**src/verilog/timer_pkg.sv**
```systemverilog
// shared constants and carrier types for the dual 16-bit capture/compare timer
// assumes one 10 MHz clock and a byte-wide cpu i/o port in the same domain
package timer_pkg;

   // ---------------------------------------------------------------
   // register index map: addr[4] picks the timer, addr[3:0] the byte
   // ---------------------------------------------------------------
   localparam logic [3:0] REG_CTRL_B = 4'h0;
   localparam logic [3:0] REG_CNT_L  = 4'h1;
   localparam logic [3:0] REG_CNT_H  = 4'h2;
   localparam logic [3:0] REG_CMPA_L = 4'h3;
   localparam logic [3:0] REG_CMPA_H = 4'h4;
   localparam logic [3:0] REG_CMPB_L = 4'h5;
   localparam logic [3:0] REG_CMPB_H = 4'h6;
   localparam logic [3:0] REG_CAP_L  = 4'h7;
   localparam logic [3:0] REG_CAP_H  = 4'h8;
   localparam logic [2:0] BLOCK_BASE = 3'h0;

   // ---------------------------------------------------------------
   // control b layout
   // ---------------------------------------------------------------
   localparam int         BIT_FILTER = 7;
   localparam int         BIT_EDGE   = 6;
   localparam int         WGM_HI_MSB = 4;
   localparam int         WGM_HI_LSB = 3;
   localparam int         CS_MSB     = 2;
   localparam logic [7:0] CTRL_WMASK = 8'hDF;
   localparam logic [7:0] CTRL_RESET = 8'h00;

   // ---------------------------------------------------------------
   // clock select codes and prescaler taps
   // ---------------------------------------------------------------
   localparam logic [2:0] CS_STOP    = 3'h0;
   localparam logic [2:0] CS_DIV1    = 3'h1;
   localparam logic [2:0] CS_DIV8    = 3'h2;
   localparam logic [2:0] CS_DIV64   = 3'h3;
   localparam logic [2:0] CS_DIV256  = 3'h4;
   localparam logic [2:0] CS_DIV1024 = 3'h5;
   localparam logic [2:0] CS_ALT_LO  = 3'h6;
   localparam logic [2:0] CS_ALT_HI  = 3'h7;
   localparam logic [9:0] MASK_DIV8    = 10'h007;
   localparam logic [9:0] MASK_DIV16   = 10'h00F;
   localparam logic [9:0] MASK_DIV32   = 10'h01F;
   localparam logic [9:0] MASK_DIV64   = 10'h03F;
   localparam logic [9:0] MASK_DIV256  = 10'h0FF;
   localparam logic [9:0] MASK_DIV1024 = 10'h3FF;

   // ---------------------------------------------------------------
   // fixed tops and filter
   // ---------------------------------------------------------------
   localparam logic [15:0] TOP_FULL = 16'hFFFF;
   localparam logic [15:0] TOP_8    = 16'h00FF;
   localparam logic [15:0] TOP_9    = 16'h01FF;
   localparam logic [15:0] TOP_10   = 16'h03FF;
   localparam logic [3:0]  FILT_ONE  = 4'hF;
   localparam logic [3:0]  FILT_ZERO = 4'h0;

   // ---------------------------------------------------------------
   // carriers
   // ---------------------------------------------------------------
   typedef struct packed {
      logic       sync1;
      logic       sync2;
      logic [3:0] hist;
      logic       lvl;
      logic       prev;
   } cond_state_t;

   typedef struct packed {
      logic capture_flag_set; // capture or top-reach in capture-top modes
      logic match_a;
      logic match_b;
      logic at_top;
   } events_t;

   typedef struct packed {
      logic [7:0]  ctrl;
      logic [15:0] count;
      logic [15:0] cmp_a;
      logic [15:0] cmp_b;
      logic [15:0] cap;
      logic        block;
   } timer_regs_t;

   typedef struct packed {
      timer_regs_t [1:0] tmr;
      logic [7:0]        temp;
      logic [9:0]        presc;
      logic              ext_s1;
      logic              ext_s2;
      logic              ext_prev;
      logic [7:0]        rdata;
      events_t [1:0]     ev;
   } top_state_t;

endpackage

```
**src/verilog/capture_conditioner.sv**
```systemverilog
// capture pin synchroniser, optional four-sample filter and edge detector
// assumes the pin is asynchronous to clk
module capture_conditioner
   import timer_pkg::*;
(
   input  wire logic clk,           // i/o clock
   input  wire logic rstn,          // async reset, active low
   input  wire logic pin,           // raw capture pin
   input  wire logic filter_enable, // four-sample filter on
   input  wire logic edge_select,   // 1 rising, 0 falling
   input  wire logic enable,        // low when capture is disconnected
   output logic      capture_event  // one-cycle trigger
);

   cond_state_t s;
   cond_state_t next_s;

   // ---------------------------------------------------------------
   // filter
   // ---------------------------------------------------------------
   // sync1 feeds sync2 only; the filter looks at sync2 and later
   always_comb begin
      next_s       = s;
      next_s.sync1 = pin;
      next_s.sync2 = s.sync1;
      next_s.hist  = {s.hist[2:0], s.sync2};
      if (!filter_enable) begin
         next_s.lvl = s.sync2;
      end else if (s.hist == FILT_ONE) begin
         next_s.lvl = 1'b1;
      end else if (s.hist == FILT_ZERO) begin
         next_s.lvl = 1'b0;
      end
      next_s.prev = s.lvl;
   end

   always_ff @(posedge clk or negedge rstn) begin
      if (!rstn) begin
         s <= '0;
      end else begin
         s <= next_s;
      end
   end

   // edge on the conditioned level, polarity from the select bit
   assign capture_event = enable && (s.lvl != s.prev) && (s.lvl == edge_select);
endmodule // capture_conditioner

```
**src/verilog/timer16_capture_compare_ctrl.sv**
```systemverilog
// two 16-bit timer/counters: clocking, counter, compare, capture and cpu bytes
// assumes a byte-wide cpu i/o port on clk; flag and waveform logic sit outside
//
// Operation
// - filter needs four equal samples to change
// - filtered capture arrives four cycles later
// - edge select: zero falling, one rising
// - trigger copies count into capture value
// - trigger also sets the capture flag
// - capture-as-top modes disconnect the capture input
// - clock select code zero stops, one to five divide
// - first timer codes six, seven count pin
// - second timer codes six, seven divide 16/32
// - pin counts even when driven as output
// - one shared high-byte latch for 16-bit access
// - count write blocks next-tick compare matches
// - compare values checked against count on each counter tick
// - four-bit mode field picks top; counting is upward only
// - capture-top modes flag on reaching top
module timer16_capture_compare_ctrl
   import timer_pkg::*;
(
   input  wire logic           clk,                 // i/o clock, 10 MHz
   input  wire logic           rstn,                // async reset, active low
   input  wire logic [7:0]     io_addr,             // register index
   input  wire logic [7:0]     io_wdata,            // write byte
   input  wire logic           io_wr,               // write strobe
   input  wire logic           io_rd,               // read strobe
   output logic      [7:0]     io_rdata,            // read byte, next cycle
   input  wire logic [1:0]     capture_input_pin,   // capture pins, per timer
   input  wire logic           external_count_pin,  // count pin, first timer
   input  wire logic [1:0][1:0] waveform_mode_lower, // low mode bits from control a
   output events_t   [1:0]     events               // per-timer event pulses
);

   top_state_t s;
   top_state_t next_s;
   logic [1:0] tick;
   logic [1:0] cap_event;
   logic [1:0] cap_enable;
   logic       ext_fall;
   logic       ext_rise;

   // ---------------------------------------------------------------
   // helpers
   // ---------------------------------------------------------------
   function automatic logic [3:0] mode_of(input logic [7:0] ctrl, input logic [1:0] low);
      mode_of = {ctrl[WGM_HI_MSB:WGM_HI_LSB], low};
   endfunction

   // modes whose top is the capture value
   function automatic logic cap_is_top(input logic [3:0] mode);
      cap_is_top = (mode == 4'h8) || (mode == 4'hA) || (mode == 4'hC) || (mode == 4'hE);
   endfunction

   // top value per mode; counting is upward only in this block
   function automatic logic [15:0] top_of(input logic [3:0]  mode,
                                          input logic [15:0] cmp_a,
                                          input logic [15:0] cap);
      case (mode)
         4'h1, 4'h5: top_of = TOP_8;
         4'h2, 4'h6: top_of = TOP_9;
         4'h3, 4'h7: top_of = TOP_10;
         4'h4, 4'h9, 4'hB, 4'hF: top_of = cmp_a;
         4'h8, 4'hA, 4'hC, 4'hE: top_of = cap;
         default: top_of = TOP_FULL;
      endcase
   endfunction

   function automatic logic tap(input logic [9:0] p, input logic [9:0] mask);
      tap = (p & mask) == mask;
   endfunction

   // count enable from the clock select code
   function automatic logic pick_tick(input logic [2:0] cs,
                                      input logic       first,
                                      input logic [9:0] p,
                                      input logic       fall,
                                      input logic       rise);
      case (cs)
         CS_STOP:    pick_tick = 1'b0;
         CS_DIV1:    pick_tick = 1'b1;
         CS_DIV8:    pick_tick = tap(p, MASK_DIV8);
         CS_DIV64:   pick_tick = tap(p, MASK_DIV64);
         CS_DIV256:  pick_tick = tap(p, MASK_DIV256);
         CS_DIV1024: pick_tick = tap(p, MASK_DIV1024);
         CS_ALT_LO:  pick_tick = first ? fall : tap(p, MASK_DIV16);
         CS_ALT_HI:  pick_tick = first ? rise : tap(p, MASK_DIV32);
         default:    pick_tick = 1'b0;
      endcase
   endfunction

   // ---------------------------------------------------------------
   // capture input conditioning
   // ---------------------------------------------------------------
   for (genvar g = 0; g < 2; g++) begin : g_cap
      capture_conditioner u_cond (
         .clk           (clk),
         .rstn          (rstn),
         .pin           (capture_input_pin[g]),
         .filter_enable (s.tmr[g].ctrl[BIT_FILTER]),
         .edge_select   (s.tmr[g].ctrl[BIT_EDGE]),
         .enable        (cap_enable[g]),
         .capture_event (cap_event[g])
      );
   end

   // ---------------------------------------------------------------
   // count pin edges and tick selection
   // ---------------------------------------------------------------
   // the pin is sampled as a plain input, so its port direction elsewhere
   // does not matter: software can drive it and still count
   assign ext_fall = s.ext_prev && !s.ext_s2;
   assign ext_rise = !s.ext_prev && s.ext_s2;

   always_comb begin
      for (int t = 0; t < 2; t++) begin
         tick[t] = pick_tick(s.tmr[t].ctrl[CS_MSB:0], t == 0, s.presc, ext_fall, ext_rise);
         cap_enable[t] = !cap_is_top(mode_of(s.tmr[t].ctrl, waveform_mode_lower[t]));
      end
   end

   // ---------------------------------------------------------------
   // next state: counters, compares, capture, then cpu access
   // ---------------------------------------------------------------
   // the cpu part comes last so a write wins over a same-cycle count
   always_comb begin
      logic        sel;
      logic [3:0]  off;
      logic [3:0]  mode;
      logic [15:0] top;
      logic        hit;
      sel      = io_addr[4];
      off      = io_addr[3:0];
      mode     = '0;
      top      = '0;
      hit      = io_addr[7:5] == BLOCK_BASE;
      next_s          = s;
      next_s.ev       = '0;
      next_s.presc    = 10'(s.presc + 10'h001);
      next_s.ext_s1   = external_count_pin;
      next_s.ext_s2   = s.ext_s1;
      next_s.ext_prev = s.ext_s2;

      for (int t = 0; t < 2; t++) begin
         mode = mode_of(s.tmr[t].ctrl, waveform_mode_lower[t]);
         top  = top_of(mode, s.tmr[t].cmp_a, s.tmr[t].cap);
         if (tick[t]) begin
            // a blocked tick still counts but reports no match
            next_s.ev[t].match_a = !s.tmr[t].block && s.tmr[t].count == s.tmr[t].cmp_a;
            next_s.ev[t].match_b = !s.tmr[t].block && s.tmr[t].count == s.tmr[t].cmp_b;
            next_s.tmr[t].block  = 1'b0;
            next_s.ev[t].at_top  = s.tmr[t].count == top;
            if (s.tmr[t].count == top) begin
               next_s.tmr[t].count = '0;
               if (cap_is_top(mode)) begin
                  next_s.ev[t].capture_flag_set = 1'b1;
               end
            end else begin
               next_s.tmr[t].count = 16'(s.tmr[t].count + 16'h0001);
            end
         end
         if (cap_event[t]) begin
            next_s.tmr[t].cap              = s.tmr[t].count;
            next_s.ev[t].capture_flag_set  = 1'b1;
         end
      end

      // byte writes: high bytes park in the shared latch
      if (io_wr && hit) begin
         case (off)
            REG_CTRL_B: next_s.tmr[sel].ctrl = io_wdata & CTRL_WMASK;
            REG_CNT_H, REG_CMPA_H, REG_CMPB_H, REG_CAP_H: next_s.temp = io_wdata;
            REG_CNT_L: begin
               next_s.tmr[sel].count = {s.temp, io_wdata};
               next_s.tmr[sel].block = 1'b1;
            end
            REG_CMPA_L: next_s.tmr[sel].cmp_a = {s.temp, io_wdata};
            REG_CMPB_L: next_s.tmr[sel].cmp_b = {s.temp, io_wdata};
            REG_CAP_L:  next_s.tmr[sel].cap   = {s.temp, io_wdata};
            default: ;
         endcase
      end

      // byte reads: a low read also loads its high byte into the latch
      if (io_rd) begin
         next_s.rdata = '0;
         if (hit) begin
            case (off)
               REG_CTRL_B: next_s.rdata = s.tmr[sel].ctrl;
               REG_CNT_L: begin
                  next_s.rdata = s.tmr[sel].count[7:0];
                  next_s.temp  = s.tmr[sel].count[15:8];
               end
               REG_CMPA_L: begin
                  next_s.rdata = s.tmr[sel].cmp_a[7:0];
                  next_s.temp  = s.tmr[sel].cmp_a[15:8];
               end
               REG_CMPB_L: begin
                  next_s.rdata = s.tmr[sel].cmp_b[7:0];
                  next_s.temp  = s.tmr[sel].cmp_b[15:8];
               end
               REG_CAP_L: begin
                  next_s.rdata = s.tmr[sel].cap[7:0];
                  next_s.temp  = s.tmr[sel].cap[15:8];
               end
               REG_CNT_H, REG_CMPA_H, REG_CMPB_H, REG_CAP_H: next_s.rdata = s.temp;
               default: next_s.rdata = '0;
            endcase
         end
      end
   end

   // ---------------------------------------------------------------
   // state register
   // ---------------------------------------------------------------
   always_ff @(posedge clk or negedge rstn) begin
      if (!rstn) begin
         s <= '0;
      end else begin
         s <= next_s;
      end
   end

   assign io_rdata = s.rdata;
   assign events   = s.ev;
endmodule // timer16_capture_compare_ctrl

```
**config.mk**
```make
export PLATFORM = sky130hd
export DESIGN_NAME = timer16_capture_compare_ctrl
export DESIGN_NICKNAME = d
export VERILOG_FILES = /design/src/verilog/timer_pkg.sv /design/src/verilog/capture_conditioner.sv /design/src/verilog/timer16_capture_compare_ctrl.sv
export SDC_FILE = /design/constraint.sdc
export NUM_CORES = 1
export LEC_CHECK = 0
export BUFFER_PORTS_ARGS = -buffer_cell sky130_fd_sc_hd__buf_2
export CORE_MARGIN = 2
export CORE_UTILIZATION = 41
export CTS_CLUSTER_DIAMETER = 80
export DETAILED_ROUTE_END_ITERATION = 10
export PLACE_DENSITY_LB_ADDON = 0.3
export RECOVER_POWER = 100
export SYNTH_ARGS = -nofsm -noshare
export SYNTH_HDL_FRONTEND = slang
export SYNTH_SLANG_ARGS = --single-unit
```
**constraint.sdc**
```tcl
create_clock -name clk -period 2.74 [get_ports clk]
set_input_delay 0.137 -clock clk [delete_from_list [all_inputs] [get_ports clk]]
set_output_delay 0.137 -clock clk [all_outputs]
set_load 0.02 [all_outputs]
```
# Word level (Yosys, flattened, before mapping)

Index checks and enable logic that the tools add are counted.
Widths: inputs -> output; s select.

Register bits after elaboration: 199
Memories kept: 0
ROM bits: 0
Bits of input ports: 27
Output and inout port bits: 16
Word-level logic and storage cells: 208
Latch bits: 0
RAM bits: 0

Divide/modulo/power cells: 0
Bitwise operators: 0
Reduce and logical (&&, ||, !) cells: 43
$mul: 0
$lt $le $gt $ge: 2
Shifts and indexed selects: 0
Add/subtract/negate cells: 3
Eq/ne operators: 70
Mux-type cells: 54

Operator list:

| operator              | number |
|---|---|
| $bwmux 146            | 6 |
| $pmux 146 s5          | 1 |
| $demux 73 s1          | 6 |
| $mux 73               | 3 |
| $pmux 16 s5           | 2 |
| $mux 146              | 1 |
| $eq 16x16->1          | 6 |
| $mux 16               | 6 |
| $eq 4x4->1 const B    | 18 |
| $mux 65               | 1 |
| $mux 49               | 1 |
| $eq 4x3->1 const B    | 12 |
| $pmux 8 s6            | 1 |
| $mux 33               | 1 |
| $add 16x1->16 const B | 2 |
| $mux 8                | 4 |
| $pmux 8 s4            | 1 |
| $eq 3x3->1 const B    | 9 |
| $eq 4x2->1 const B    | 6 |
| $reduce_or 4->1       | 5 |
| $mux 17               | 1 |
| $pmux 1 s8            | 2 |
| $mux 1                | 15 |
| $eq 3x2->1 const B    | 4 |
| other kinds (21)      | 58 |

# Depth between registers and ports, before layout

Depth after elaboration: 15
Depth in mapped cells: 12
Depth with buffers taken out: 11

# Modules after synthesis

Synthesis repeated with hierarchy kept, for this count alone.

Cells, all modules: 1,246
Area, all modules: 11,862.6 um2

Modules (own cells, without submodules):

| module                       | cells an instance | area each (um2) | instances | sequential area each (um2) |
|---|---|---|---|---|
| timer16_capture_compare_ctrl | 1,214             | 11,354.6        | 1         | 4,579.4 |
| capture_conditioner          | 16                | 254.0           | 2         | 200.2 |

# Least setup slack after synthesis

No wires, ideal clock.

Path type: reg2reg
Start: reg s[105] (netlist name)
End: reg s[93] (netlist name)
Required time: 2,606 ps
Stages on the path, launching flop included: 11
Period minus slack after synthesis: 2,610 ps
Buffers on the path: 2
Library setup time: 134 ps
Setup slack: 130 ps
Arrival: 2,476 ps
Cells stage by stage: dfrtp_1 -> or3b_1 -> buf_2 -> a221oi_2 -> nor2_1 -> a311o_1 -> or4_1 -> or4_4 -> clkinv_2 -> buf_6 -> o31ai_1

RTL lines:

| element                  | line                                | text |
|---|---|---|
| start: declaration       | timer16_capture_compare_ctrl.sv:36  | `top_state_t s;` |
| start signal: assignment | timer16_capture_compare_ctrl.sv:221 | `s <= next_s;` |

==> summary.txt <==
Route
  – Antenna Nets Post-Route: 0
  – Drt wl/cell: between 20 and 25 microns
  – Drt via density: slightly above 6
  – Final wirelength: about 43 mm
  – DR iter-0 viols: approximately 1,300
  – Routed vias: 11,500
  – # DRC: 0
  – Detailed Routing Iterations Pass 1: 6

Floorplan
  – DIE AREA: 31,700 sq um
  – Initial Util: 0.418
  – Total I/O pin count: 43
  – Site row count: 63
  – Die W: 178 microns
  – Die H: ~180 microns
  – Core ar.: 29,700 sq um

Run status
  – Status: complete, but fails checks
  – Failing checks: capacitance limit, slew limit

Power
  – PwrDens: 635 nW/um^2
  – Leak Pwr: between 5 and 6 nW
  – Peak supply drop: between 0.3 and 0.4 mV

Logic synthesis
  – FF+latch count, synth: about 200
  – Post-synth EDFFs: 0
  – Most instantiated cells after synthesis: dfrtp_1 (199), nand2_1 (160), clkbuf_1 (115), nor2_1 (94), o21ai_0 (84)
  – Sequential cell area fraction in the yosys report: 0.401
  – Cell Area, Synth: 12,400 sq um
  – Synth Area per Inst: about 8.7 sq um
  – Cell variety after synth: 76
  – Yosys top cell by area: dfrtp_1
  – Syn_nets: about 1,500
  – Synth area leaders: dfrtp_1 (40%), xor2_1 (5.8%), nand2_1 (4.8%)
  – Most frequent cell after synthesis: dfrtp_1
  – Yosys warning count: 0
  – Async SR Flop Fraction: 1.00
  – Main synth FF type: dfrtp_1
  – Top cell type's share of synthesized area: 0.401
  – Synthesized instance count: approximately 1,400

Placed design
  – Pre-CTS setup slack: around 0.0039 ns
  – DP HPWL: 30.6 mm
  – Cells after DPL: 1,812
  – IO buf count: 42
  – RePlAce Congestion: approximately 0.98

Final layout
  – Share of cells above drive strength 1: 0.155
  – Non-Filler Instances: roughly 1,900
  – Nets: about 1,500
  – P&R area growth vs syn: 12.6%
  – # diodes: 0
  – Fillers: roughly 2,800

Timing
  – Final Setup Violations: 0
  – Final Max Slew Viols: 84
  – Fmax achieved: 0.375 GHz
  – Period Utilization, post-route: 0.973
  – Setup ws final: 0.0738 ns
  – Worst slew margin: -0.410
  – Worst-margin pin slew: approximately 2.1 ns
  – Final hold violations: 0
  – Fin crit period: between 2 and 3 ns
  – Clock Skews: ~0.011 ns
  – Hold Slack: between 0.05 and 0.06 ns

Hold path
  – Worst Hold Depth: 2
  – HP Class: in2reg
  – Hold Path End: io_rdata[1]
  – Min-Delay Startpoint: io_rd

Job
  – Max Cap Viol: 1

Worst setup path
  – Critical path required time: slightly above 3 ns
  – Startpoint types: register
  – Worst Setup End Kind: register
  – R2r startpoint: s[105]
  – Critical path class: reg2reg
  – Critical Path Fanout Max: 7
  – Worst R2R Setup Slack: between 0.07 and 0.08 ns
  – Crit path DAT: 3.01 ns
  – Worst reg2reg path depth: 7
  – Worst r2r dst: events[3]

Clocking
  – CTS Buf Count: 17
  – Root Buffer: clkbuf_16
  – H-Tree Depth: 4
  – CTS max path bufs: 2
  – CTS sink cnt: around 200
  – Clock slew at reported path FFs: roughly 0.070 ns
  – CTS tree: done
  – Latest clock arrival within the worst-skew pair: around 0.45 ns

Global route
  – Initial antenna violation count: 1
  – Largest net degree at the start of global routing: between 80 and 90
  – All-Layer GR Usage: 0.278
  – Number of global-route vias before repair: between 10,000 and 15,000
  – Global route overflow: 0
  – First-pass GRT wire length: 66.4 mm
metal layers:
layer | global-route usage | vias up | part of all wire
met2 | 0.416 | 611 | 0.44
met1 | 0.392 | 5588 | 0.43
li1 | - | 5182 | -
met4 | 0.112 | 2 | 0.042
met5 | 0 | - | 0.00026
met3 | 0.0548 | 115 | 0.090
flip-flops by register name, indices dropped and copies added, names as in the netlist:
register and count:
s 165, next_s 2, g_cap.u_cond.next_s 12, g_cap.u_cond.s 4
events 8, io_rdata 8
placed cells by master, fill, tap and decap left out, types with 26 or more instances in the layout:
cell type	Yosys	layout
a21oi_1	80	80
a22oi_1	26	26
buf_4	16	89
clkbuf_1	115	30
dfrtp_1	199	197
inv_1	39	38
mux2_2	34	34
mux2i_1	29	29
nand2_1	160	160
nand2b_1	29	28
nand3_1	30	29
nor2_1	94	91
nor4_1	38	32
o21ai_0	84	82
o22ai_1	27	26
o31ai_1	31	31
xor2_1	82	82
worst max path at each step:
stage          startpoint         to  cells past startpoint
6_report           s[105]  events[3]                      7
4_1_cts            s[178]     s[169]                      8
3_5_place_dp       s[105]      s[93]                      8
2_1_floorplan      s[105]      s[93]                     10
3_3_place_gp       s[105]     s[101]                      8
5_1_grt            s[179]     s[167]                     10
cell families after synthesis:
logic type / Yosys count / synth area share
adder cells (fa/ha/maj): 5 / 0.00503
buffers and inverters: 186 / 0.0627
flip-flops: 199 / 0.401
AND/OR/NAND/NOR: 477 / 0.191
AO/OA/AOI/OAI: 382 / 0.205
multiplexers: 66 / 0.0596
XOR/XNOR: 107 / 0.0754
through the flow:
stage / instance area [sq um] / total power [W] / utilization / setup TNS [ns]
2_1_floorplan: 12400 / 0.00540 / - / 0
3_3_place_gp: 13400 / 0.00631 / 0.450 / 0
3_5_place_dp: 13400 / 0.00636 / 0.450 / 0
4_1_cts: 14000 / 0.00884 / 0.471 / 0
5_1_grt: 14000 / 0.00931 / 0.471 / -1.67
6_report: 14000 / 0.00889 / 0.471 / 0
repair_timing:
action                                  CTS  global route
setup buffers                             0             4
hold endpoints to repair                 85             0
pin swaps                                 0             5
resized for setup                         2            25
endpoints found under the setup margin    1            34
hold buffers                              4             0
cloned                                    0             0
worst max-delay path: stages (launching register included):
cell and delay [ns]:
dfrtp_1 0.35, or3b_4 0.44, a221oi_2 0.25, nor2_1 0.06
a311o_1 0.32, or4_1 0.41, or4_4 0.48, o31ai_1 0.25
area by class of cell:
| class | count | area, sq um | area share |
|---|---|---|---|
| Multi-Input combinational cell | 1037 | 6810 | 0.486 |
| Sequential cell | 199 | 4980 | 0.356 |
| Timing Repair Buffer | 154 | 998 | 0.0713 |
| Tap cell | 390 | 488 | 0.0349 |
| Clock buffer | 20 | 457 | 0.0326 |
| Inverter | 40 | 158 | 0.0113 |
| Clock inverter | 11 | 111 | 0.00795 |
power breakdown:
group	internal [W]	leakage (nW)	total [W]	switching (W)
Clock	0.00124	0.279	0.00249	0.00124
Combinational	0.00104	3.08	0.00245	0.00142
Sequential	0.00329	2.46	0.00395	0.000657
Note: power is estimated with default switching activity, not from simulation.
